$ cat config.mk
export PLATFORM = sky130hd
export DESIGN_NAME = fault_counter_status_regs
export DESIGN_NICKNAME = d
export VERILOG_FILES = /design/src/hdl/fault_regs_pkg.sv /design/src/hdl/sticky_flag_bank.sv /design/src/hdl/fault_counter.sv /design/src/hdl/fault_counter_status_regs.sv
export SDC_FILE = /design/constraint.sdc
export NUM_CORES = 1
export LEC_CHECK = 0
export BUFFER_PORTS_ARGS = -buffer_cell sky130_fd_sc_hd__buf_2
export CORE_MARGIN = 4
export CORE_UTILIZATION = 40
export DETAILED_ROUTE_END_ITERATION = 16
export PLACE_DENSITY = 0.75
export SLEW_MARGIN = 20
export SYNTH_ARGS = -nofsm -noshare
export SYNTH_HDL_FRONTEND = slang
export SYNTH_SLANG_ARGS = --single-unit
$ cat constraint.sdc
create_clock -name mclk -period 1.8 [get_ports mclk]
set_input_delay 0.36 -clock mclk [delete_from_list [all_inputs] [get_ports mclk]]
set_output_delay 0.36 -clock mclk [all_outputs]
set_load 0.05 [all_outputs]
$ cat src/hdl/fault_regs_pkg.sv
// Shared offsets, field layouts, reset values and carrier types of the fault register bank
package fault_regs_pkg;

  localparam int ADDR_W = 8;
  localparam int DATA_W = 16;

  localparam logic [7:0] OFS_FAULT_CONTROL            = 8'h00;
  localparam logic [7:0] OFS_FAULT_CONTROL_COMPLEMENT = 8'h01;
  localparam logic [7:0] OFS_SUPPLY_FAULT_STATUS      = 8'h02;
  localparam logic [7:0] OFS_STATUS_CLEAR             = 8'h03;
  localparam logic [7:0] OFS_IRQ_STATUS               = 8'h04;
  localparam logic [7:0] OFS_IRQ_CLEAR                = 8'h05;
  localparam logic [7:0] OFS_IRQ_ENABLE               = 8'h06;

  localparam int CLEAR_POS  = 6;
  localparam int COUNT_LSB  = 2;
  localparam int COUNT_W    = 4;
  localparam int SELECT_LSB = 0;
  localparam int SELECT_W   = 2;

  localparam logic [3:0] COUNT_RESET   = 4'h0;
  localparam logic [3:0] COUNT_CEILING = 4'hF;
  localparam logic [3:0] MAX_SEL_0     = 4'h1;
  localparam logic [3:0] MAX_SEL_1     = 4'h2;
  localparam logic [3:0] MAX_SEL_2     = 4'h6;
  localparam logic [3:0] MAX_SEL_3     = 4'hC;

  localparam logic [1:0] SELECT_RESET        = 2'h0;
  localparam logic [1:0] SELECT_INV_RESET    = 2'h0;
  localparam logic       CLEAR_INV_RESET     = 1'b0;
  localparam logic       CLEAR_PENDING_RESET = 1'b0;

  localparam int          FLAG_COUNT   = 15;
  localparam logic [14:0] STATUS_RESET = 15'h0000;

  localparam int         IRQ_W      = 3;
  localparam int         IRQ_FAULT  = 0;
  localparam int         IRQ_LIMIT  = 1;
  localparam int         IRQ_REJECT = 2;
  localparam logic [2:0] IRQ_RESET  = 3'h0;

  typedef struct packed {
    logic [ADDR_W-1:0] addr;
    logic [DATA_W-1:0] wdata;
    logic              wr;
    logic              rd;
  } bus_req_t;

  typedef struct packed {
    logic switcher2_current_limit_flag;
    logic switcher1_current_limit_flag;
    logic thermal_shutdown_flag;
    logic switcher2_undervoltage_flag;
    logic switcher1_undervoltage_flag;
    logic ext_monitor4_undervoltage_flag;
    logic ext_monitor3_undervoltage_flag;
    logic ext_monitor2_undervoltage_flag;
    logic ext_monitor1_undervoltage_flag;
    logic switcher2_overvoltage_flag;
    logic switcher1_overvoltage_flag;
    logic ext_monitor4_overvoltage_flag;
    logic ext_monitor3_overvoltage_flag;
    logic ext_monitor2_overvoltage_flag;
    logic ext_monitor1_overvoltage_flag;
  } supply_faults_t;

  typedef struct packed {
    logic [8:0] reserved;
    logic       fault_count_clear;
    logic [3:0] fault_count_value;
    logic [1:0] fault_count_max_select;
  } fault_control_t;

  typedef struct packed {
    logic [8:0] reserved;
    logic       fault_count_clear_inverse;
    logic [3:0] unused;
    logic [1:0] fault_count_max_select_inverse;
  } fault_control_complement_t;

endpackage

$ cat src/hdl/sticky_flag_bank.sv
// Bank of sticky flags: set by hardware events, cleared by a write-one mask
`timescale 1ns/1ps
module sticky_flag_bank #(
  parameter int WIDTH = 15
) (
  input  wire logic             mclk,
  input  wire logic             rst,
  input  wire logic [WIDTH-1:0] set,
  input  wire logic [WIDTH-1:0] clr,
  output logic      [WIDTH-1:0] flags
);
  import fault_regs_pkg::*;

  genvar i;
  generate
    for (i = 0; i < WIDTH; i++) begin : g_flag
      // Set wins, so an event landing on the clear cycle survives
      always_ff @(posedge mclk) begin
        if (rst) begin
          flags[i] <= 1'b0;
        end else begin
          flags[i] <= set[i] | (flags[i] & ~clr[i]);
        end
      end
    end
  endgenerate

endmodule

$ cat src/hdl/fault_counter.sv
// Fault error counter saturating at fifteen, with a selectable maximum for the limit flag
`timescale 1ns/1ps
module fault_counter (
  input  wire logic                         mclk,
  input  wire logic                         rst,
  input  wire logic                         clear,
  input  wire logic                         step,
  input  wire logic [fault_regs_pkg::SELECT_W-1:0] max_select,
  output logic      [fault_regs_pkg::COUNT_W-1:0]  count,
  output logic                              at_limit
);
  import fault_regs_pkg::*;

  logic [COUNT_W-1:0] maximum;
  logic [COUNT_W-1:0] next_count;
  logic               can_step;

  assign maximum = (max_select == 2'h0) ? MAX_SEL_0 :
                   (max_select == 2'h1) ? MAX_SEL_1 :
                   (max_select == 2'h2) ? MAX_SEL_2 : MAX_SEL_3;

  assign can_step = step && (count != COUNT_CEILING);

  // A fault arriving with the clear still counts, starting from zero
  assign next_count = clear ? (step ? 4'h1 : COUNT_RESET) :
                      can_step ? count + 4'h1 : count;

  assign at_limit = (count >= maximum);

  always_ff @(posedge mclk) begin
    if (rst) begin
      count <= COUNT_RESET;
    end else begin
      count <= next_count;
    end
  end

endmodule

$ cat src/hdl/fault_counter_status_regs.sv
// Fault control, complement and latched supply fault status registers with interrupt
//
// The address-and-strobe port and the placing of the registers were decided locally.
`timescale 1ns/1ps
module fault_counter_status_regs (
  input  wire logic                           mclk,
  input  wire logic                           rst,
  input  wire fault_regs_pkg::bus_req_t       bus_req,
  output logic      [fault_regs_pkg::DATA_W-1:0] rdata,
  input  wire fault_regs_pkg::supply_faults_t supply_faults,
  input  wire logic                           fault_event,
  output logic                                count_at_limit,
  output logic                                irq
);
  import fault_regs_pkg::*;

  // Address decode
  logic hit_control;
  logic hit_complement;
  logic hit_status;
  logic hit_status_clear;
  logic hit_irq_status;
  logic hit_irq_clear;
  logic hit_irq_enable;

  assign hit_control      = (bus_req.addr == OFS_FAULT_CONTROL);
  assign hit_complement   = (bus_req.addr == OFS_FAULT_CONTROL_COMPLEMENT);
  assign hit_status       = (bus_req.addr == OFS_SUPPLY_FAULT_STATUS);
  assign hit_status_clear = (bus_req.addr == OFS_STATUS_CLEAR);
  assign hit_irq_status   = (bus_req.addr == OFS_IRQ_STATUS);
  assign hit_irq_clear    = (bus_req.addr == OFS_IRQ_CLEAR);
  assign hit_irq_enable   = (bus_req.addr == OFS_IRQ_ENABLE);

  // Write strobes per register
  logic wr_control;
  logic wr_complement;
  logic wr_status_clear;
  logic wr_irq_clear;
  logic wr_irq_enable;

  assign wr_control      = bus_req.wr & hit_control;
  assign wr_complement   = bus_req.wr & hit_complement;
  assign wr_status_clear = bus_req.wr & hit_status_clear;
  assign wr_irq_clear    = bus_req.wr & hit_irq_clear;
  assign wr_irq_enable   = bus_req.wr & hit_irq_enable;

  // Stored control state
  logic [SELECT_W-1:0] max_select;
  logic [SELECT_W-1:0] max_select_inverse;
  logic                clear_inverse;
  logic                clear_pending;
  logic [IRQ_W-1:0]    irq_enable;

  // Write data views
  fault_control_t            wr_ctrl_view;
  fault_control_complement_t wr_comp_view;

  assign wr_ctrl_view = fault_control_t'(bus_req.wdata);
  assign wr_comp_view = fault_control_complement_t'(bus_req.wdata);

  // Protection check against the complement register
  logic select_match;
  logic clear_asked;
  logic clear_match;
  logic take_select;
  logic take_clear;
  logic write_rejected;

  assign select_match = (wr_ctrl_view.fault_count_max_select == ~max_select_inverse);
  assign clear_asked  = wr_ctrl_view.fault_count_clear;
  assign clear_match  = ~clear_inverse;

  assign take_select = wr_control & select_match;
  assign take_clear  = wr_control & clear_asked & clear_match;

  // Mismatch on the select field, or on a clear that is asked for, is reported, never applied
  assign write_rejected = wr_control & (~select_match | (clear_asked & ~clear_match));

  logic [SELECT_W-1:0] next_max_select;

  assign next_max_select = take_select ? wr_ctrl_view.fault_count_max_select : max_select;

  always_ff @(posedge mclk) begin
    if (rst) begin
      max_select <= SELECT_RESET;
    end else begin
      max_select <= next_max_select;
    end
  end

  // Complement register holds only the mirrored bits
  always_ff @(posedge mclk) begin
    if (rst) begin
      max_select_inverse <= SELECT_INV_RESET;
      clear_inverse      <= CLEAR_INV_RESET;
    end else if (wr_complement) begin
      max_select_inverse <= wr_comp_view.fault_count_max_select_inverse;
      clear_inverse      <= wr_comp_view.fault_count_clear_inverse;
    end
  end

  // Clear bit reads 1 for one cycle, then drops as the counter zeroes
  always_ff @(posedge mclk) begin
    if (rst) begin
      clear_pending <= CLEAR_PENDING_RESET;
    end else begin
      clear_pending <= take_clear;
    end
  end

  // Fault error counter
  logic [COUNT_W-1:0] fault_count_value;
  logic               at_limit;

  fault_counter u_counter (
    .mclk       (mclk),
    .rst        (rst),
    .clear      (clear_pending),
    .step       (fault_event),
    .max_select (max_select),
    .count      (fault_count_value),
    .at_limit   (at_limit)
  );

  always_ff @(posedge mclk) begin
    if (rst) begin
      count_at_limit <= 1'b0;
    end else begin
      count_at_limit <= at_limit;
    end
  end

  // Latched supply faults, cleared by a write-one mask
  logic [FLAG_COUNT-1:0] fault_levels;
  logic [FLAG_COUNT-1:0] status_clear_mask;
  logic [FLAG_COUNT-1:0] status_flags;

  assign fault_levels      = supply_faults;
  assign status_clear_mask = wr_status_clear ? bus_req.wdata[FLAG_COUNT-1:0] :
                                               STATUS_RESET;

  sticky_flag_bank #(
    .WIDTH (FLAG_COUNT)
  ) u_status (
    .mclk  (mclk),
    .rst   (rst),
    .set   (fault_levels),
    .clr   (status_clear_mask),
    .flags (status_flags)
  );

  supply_faults_t status_view;

  assign status_view = supply_faults_t'(status_flags);

  // Interrupt events
  logic             fault_newly_latched;
  logic             limit_rise;
  logic [IRQ_W-1:0] irq_events;
  logic [IRQ_W-1:0] irq_clear_mask;
  logic [IRQ_W-1:0] irq_flags;

  // A fault already latched does not raise a second event
  assign fault_newly_latched = |(fault_levels & ~status_flags);
  assign limit_rise          = at_limit & ~count_at_limit;

  assign irq_events[IRQ_FAULT]  = fault_newly_latched;
  assign irq_events[IRQ_LIMIT]  = limit_rise;
  assign irq_events[IRQ_REJECT] = write_rejected;

  assign irq_clear_mask = wr_irq_clear ? bus_req.wdata[IRQ_W-1:0] : IRQ_RESET;

  sticky_flag_bank #(
    .WIDTH (IRQ_W)
  ) u_irq (
    .mclk  (mclk),
    .rst   (rst),
    .set   (irq_events),
    .clr   (irq_clear_mask),
    .flags (irq_flags)
  );

  always_ff @(posedge mclk) begin
    if (rst) begin
      irq_enable <= IRQ_RESET;
    end else if (wr_irq_enable) begin
      irq_enable <= bus_req.wdata[IRQ_W-1:0];
    end
  end

  always_ff @(posedge mclk) begin
    if (rst) begin
      irq <= 1'b0;
    end else begin
      irq <= |(irq_flags & irq_enable);
    end
  end

  // Read views
  fault_control_t            ctrl_view;
  fault_control_complement_t comp_view;

  assign ctrl_view.reserved               = 9'h000;
  assign ctrl_view.fault_count_clear      = clear_pending;
  assign ctrl_view.fault_count_value      = fault_count_value;
  assign ctrl_view.fault_count_max_select = max_select;

  assign comp_view.reserved                       = 9'h000;
  assign comp_view.fault_count_clear_inverse      = clear_inverse;
  assign comp_view.unused                         = 4'h0;
  assign comp_view.fault_count_max_select_inverse = max_select_inverse;

  // Read selection; write-only and unmapped addresses read zero
  logic [DATA_W-1:0] read_value;

  assign read_value = hit_control    ? DATA_W'(ctrl_view) :
                      hit_complement ? DATA_W'(comp_view) :
                      hit_status     ? {1'b0, status_view} :
                      hit_irq_status ? {13'h0000, irq_flags} :
                      hit_irq_enable ? {13'h0000, irq_enable} :
                                       16'h0000;

  // Read data stands only in the cycle after the strobe
  always_ff @(posedge mclk) begin
    if (rst) begin
      rdata <= 16'h0000;
    end else if (bus_req.rd) begin
      rdata <= read_value;
    end else begin
      rdata <= 16'h0000;
    end
  end

endmodule

== Word-level counts from Yosys, hierarchy flattened ==
Cells that the tools add are included.

* Memory bits (read-only): 0
* RAM bits: 0
* Output and inout port bits: 18
* Register bits: 49
* Memories kept: 0
* Bits in latches: 0

* Order comparisons: 1
* Reductions and logical operators: 9
* Eq/ne operators: 10
* Multipliers: 0
* Bitwise logic cells: 74
* Add/sub/neg operators: 1
* Div/mod/pow operators: 0
* Mux-type cells: 13
* Shift-type cells: 0

{| class="wikitable"
|+ Operator list
! kind !! count
|-
| two-way mux 15 bit || 2
|-
| AND 1 bit || 29
|-
| equality test 8 x 3 -> 1 bit (second input constant) || 3
|-
| inverter 1 bit || 22
|-
| two-way mux 4 bit || 5
|-
| OR 1 bit || 19
|-
| equality test 8 x 2 -> 1 bit (second input constant) || 2
|-
| AND 15 bit || 1
|-
| inverter 15 bit || 1
|-
| OR reduction 15 bit || 1
|-
| two-way mux 7 bit || 2
|-
| two-way mux 3 bit || 3
|-
| equality test 8 x 1 -> 1 bit (second input constant) || 1
|-
| logical NOT 8 bit || 1
|-
| OR reduction 6 bit || 1
|-
| adder 4 x 1 -> 4 bit (second input constant) || 1
|-
| >= comparator 4 bit || 1
|-
| inequality test 4 bit (second input constant) || 1
|-
| OR reduction 4 bit || 1
|-
| AND 3 bit || 1
|-
| OR reduction 3 bit || 1
|-
| equality test 2 x 1 -> 1 bit (second input constant) || 1
|-
| equality test 2 bit || 1
|-
| equality test 2 bit (second input constant) || 1
|-
| 6 further kinds || 6
|}

== Logic depth before layout (Yosys ltp) ==
* Word-level depth: 7
* Mapped depth: 7
* Gate-level depth less buffers: 7

== By module ==
A second synthesis with hierarchy kept.

* Cells, all modules: 279
* Area total of the unflattened synthesis: 2,367.3 um2

{| class="wikitable"
|+ By module, submodules not included
! module !! cells an instance !! area each (um2) !! times used
|-
| fault_counter_status_regs || 167 || 1,395.1 || 1
|-
| sticky_flag_bank (u_status) || 61 || 536.8 || 1
|-
| fault_counter || 39 || 330.3 || 1
|-
| sticky_flag_bank (u_irq) || 12 || 105.1 || 1
|}

== Worst setup path before layout ==
OpenSTA, ideal clock, no wires.

* Kind: in2reg
* From: input bus_req[23] in the netlist's numbering
* To: register irq_enable[0]
* Arrival time: 1.586 ns
* Stages on the path: 5
* Path buffers: 1
* Slack: 0.087 ns
* Cells stage by stage: or4_1 -> buf_2 -> nor4_4 -> mux2i_1 -> nor2_1

* Cells in the longest elaborated chain, start to end: 2

{| class="wikitable"
|+ RTL lines
! element !! line !! text
|-
| from (decl) || fault_counter_status_regs.sv:8 || <nowiki>input wire fault_regs_pkg::bus_req_t bus_req,</nowiki>
|-
| equality test 8 x 3 -> 1 bit || fault_counter_status_regs.sv:32 || <nowiki>assign hit_irq_enable = (bus_req.addr == OFS_IRQ_ENABLE);</nowiki>
|-
| AND 1 bit || fault_counter_status_regs.sv:45 || <nowiki>assign wr_irq_enable = bus_req.wr & hit_irq_enable;</nowiki>
|-
| to (signal assigned) || fault_counter_status_regs.sv:187 || <nowiki>irq_enable <= bus_req.wdata[IRQ_W-1:0];</nowiki>
|-
| to (decl) || fault_counter_status_regs.sv:52 || <nowiki>logic [IRQ_W-1:0] irq_enable;</nowiki>
|}

No other way between the ends.
A chain may end at the register's enable or synchronous reset.

== Worst setup path in the final report ==
* From: register max_select[1]
* To: register u_irq.flags[1]

* Cells in the longest elaborated chain, start to end: 7
* Elaborated cells between the ends (all ways): 9
* Those cells by class: 1 x order compare; 2 x eq/ne; 3 x mux; 2 x bitwise; 1 x reduce/logical

{| class="wikitable"
|+ RTL lines
! element !! line !! text
|-
| from (decl) || fault_counter_status_regs.sv:48 || <nowiki>logic [SELECT_W-1:0] max_select;</nowiki>
|-
| from (signal assigned) || fault_counter_status_regs.sv:87 || <nowiki>max_select <= next_max_select;</nowiki>
|-
| equality test 2 bit || fault_counter.sv:20 || <nowiki>(max_select == 2'h2) ? MAX_SEL_2 : MAX_SEL_3;</nowiki>
|-
| two-way mux 4 bit || fault_counter.sv:20 ||
|-
| two-way mux 4 bit || fault_counter.sv:19 || <nowiki>(max_select == 2'h1) ? MAX_SEL_1 :</nowiki>
|-
| two-way mux 4 bit * || fault_counter.sv:18 || <nowiki>assign maximum = (max_select == 2'h0) ? MAX_SEL_0 :</nowiki>
|-
| >= comparator 4 bit * || fault_counter.sv:28 || <nowiki>assign at_limit = (count >= maximum);</nowiki>
|-
| AND 1 bit * || fault_counter_status_regs.sv:165 || <nowiki>assign limit_rise = at_limit & ~count_at_limit;</nowiki>
|-
| OR 1 bit * || sticky_flag_bank.sv:22 || <nowiki>flags[i] <= set[i] | (flags[i] & ~clr[i]);</nowiki>
|-
| to (signal, indexed assignment) || sticky_flag_bank.sv:22 ||
|-
| to (decl) || sticky_flag_bank.sv:10 || <nowiki>output logic [WIDTH-1:0] flags</nowiki>
|}

Every way passes the cells marked *; elsewhere a longest branch is shown, timed or not.

==> metrics.csv <==
metric;value;unit
io_buffers;59;
hold_viol;0;
synthTopCellsByArea;dfxtp_1, inv_1, a21oi_1, ha_1, o21ai_0;
fp.dieW;82.6;µm
wl;5350;µm
ir_drop;0.502;mV
post-route-min-period;1720;ps
syn_nets;313;
required;2020;ps
grt_start_max_net_pins;34;
antenna_found_initial;0;
clk_pin_slew_worst_paths;90;ps
r2r_slack;80;ps
synth_fa_ha_area_share;4.50;%
crit_path_max_incr_delay;360;ps
synth_flop_cell;dfxtp_1;
cp.arrival;1940;ps
avgSynthCellArea;8.52;µm²
ff2ff_path_depth;7;
critPathTopFamily;adder cells;
layout_commonest_cell;buf_2;
wl_per_cell;13.5;µm
whs;292;ps
ys_warn_count;0;
antenna_left;0;
path_buf_inv;1;
die_y;82.6;µm
synth_seq_cells;48;
r2r_end;u_irq.flags[1]$_SDFF_PP0_;
antennaDiodeCount;0;
synth_top_area_share;43.2;%
rsz0062_at_grt;no;
start_util;42.5;%
cp-start-kind;register;
slowest_stage;dfxtp_1;
vias;2020;
die_area;6820;µm²
gp_congestion;0.890;
fmax;582;MHz
fp-row-count;26;
yosys.area_share.simple;19.6;%
worst_slack;81.1;ps
drt_iter0_markers;144;
power.static_leakage;0.00127;µW
dpl.hpwl;4160;µm
layout-drive-gt1-share;26.3;%
seq_area_frac_synth;43.2;%
cts_root_buf;clkbuf_8;
synth_cells;261;
final_cell_mix;buf_2, dfxtp_1, inv_1, a21oi_1, o21ai_0;
netlist-cell-type-count;42;
cts_buffers;5;
boundaryPins;62;
hp-class;primary input to register;
finalClockSkew;10.1;ps
synth_xor_area_share;0.787;%
muxShareOfSynthArea;4.05;%
finalSetupViolations;0;
fin_crit_sh;95.5;%
crit_fanout;3;
grt_first_pass_wirelength;8610;µm
synth_top_family_by_area;simple AND/OR/NAND/NOR gates;
cp_num_cells;7;
grt.total_usage;16.6;%
drv_slew;0;
synth_compound_area_share;19.2;%
core;5240;µm²
status;finished, final reports clean;
synth_edf_count;0;
max_cap_violations;0;
area_growth;24.4;%
pre_cts_ws;-137;ps
critical_path.endpoint;u_irq.flags[1]$_SDFF_PP0_;
cts_buffer_depth;2;
crit_path_end_kind;register;
grt-ovfl-total;0;
startpoint;max_select[1]$_SDFFE_PP0P_;
r2r-start;max_select[1]$_SDFFE_PP0P_;
clkLatencyLatePin;310;ps
hold_buffers;0;
synth_area;2220;µm²
cts_tree;done;
power_density;774;nW/µm²
cts_sinks;48;
dr.pass1.iters;6;
path_cells;inv_1 -> ha_1 -> or2_2 -> ha_1 -> nand2_1 -> o21a_1 -> o31ai_1;
drc;0;
htree_num_levels;2;
final_util;52.8;%
yosysTopAreaCell;dfxtp_1;
synthArstFlopShare;0;%
fin_nets;378;
critPathKind;register to register;
grt_pass1_vias;1893;
via_per_inst;5.09;
timing.critical_path.mode_cell;ha_1;
[worst register-to-register path, cell delays in order (launching register included)]
cell and delay, ps:
dfxtp_1 360, inv_1 80, ha_1 190, or2_2 300, ha_1 270, nand2_1 50, o21a_1 200, o31ai_1 190
[worst min-delay path by stage]
stage                                              from                            to  slack, ps  depth (start not counted)
after floorplan           u_status.flags[11]$_SDFF_PP0_          rdata[11]$_SDFF_PP0_        450                          1
after CTS                              supply_faults[1]  u_status.flags[1]$_SDFF_PP0_        280                          3
after detailed placement      count_at_limit$_SDFF_PP0_     u_irq.flags[1]$_SDFF_PP0_        440                          1
after global routing                   supply_faults[1]  u_status.flags[1]$_SDFF_PP0_        290                          3
after global placement        count_at_limit$_SDFF_PP0_     u_irq.flags[1]$_SDFF_PP0_        440                          1
final                                  supply_faults[0]  u_status.flags[0]$_SDFF_PP0_        290                          3
[state kept, by name, summed over array words and instances (netlist names)]
signal              count
u_irq.flags             3
u_counter.count         4
rdata                  15
max_select              2
clear_pending           1
clear_inverse           1
count_at_limit          1
irq                     1
irq_enable              3
u_status.flags         15
max_select_inverse      2
[synth_stat cells, types with 6 or more instances]
master,number
and2_1,8
nor3_1,7
nand2b_1,7
clkbuf_1,9
a22o_1,6
nor2_1,17
mux2i_1,9
ha_1,8
nand2_1,10
inv_1,36
a21oi_1,23
o21ai_0,19
o22ai_1,7
dfxtp_1,48
[repair_timing]
item                                    in CTS  in global routing
buffers inserted                             0                  0
endpoints found under the setup margin       0                  1
gates resized for setup                      0                  1
[routing by layer]
metal  track usage [%]  up-vias  part of all wire [%]
met5                 0        -                     0
met4              7.03        0                   2.1
met3              3.58       10                   6.5
met2              26.4       57                    49
met1              21.8      922                    42
li1                  -     1031                     -
[power breakdown]
| group | switching (µW) | internal, µW |
|---|---|---|
| combinational | 134 | 102 |
| clock | 371 | 411 |
| sequential | 27.5 | 1100 |
[layout make-up]
class                      count  area, µm²
clock buffer                   5       68.8
fill                         509       2470
multi-input combinational    164       1070
tap                           70       87.6
inverter                      36        135
sequential                    48        962
timing repair buffer          71        398
clock inverter                 3       42.5
[cells by family after synthesis]
logic type / count (synthesis)
compound gates: 70
buf+inv: 49
other cells: 1
xor+xnor: 2
flops: 48
mux: 9
fa+ha+maj: 8
simple gates: 74
[through the flow]
stage          cell area (µm²)  instances  setup TNS, ps  power (µW)
2_1_floorplan             2220        261              0        1280
3_3_place_gp              2660        389           -679        1380
3_5_place_dp              2660        389           -906        1390
4_1_cts                   2770        397              0        2160
5_1_grt                   2770        397              0        2240
6_report                  2770        397              0        2140
No activity file was read; power rests on OpenSTA's default activity.
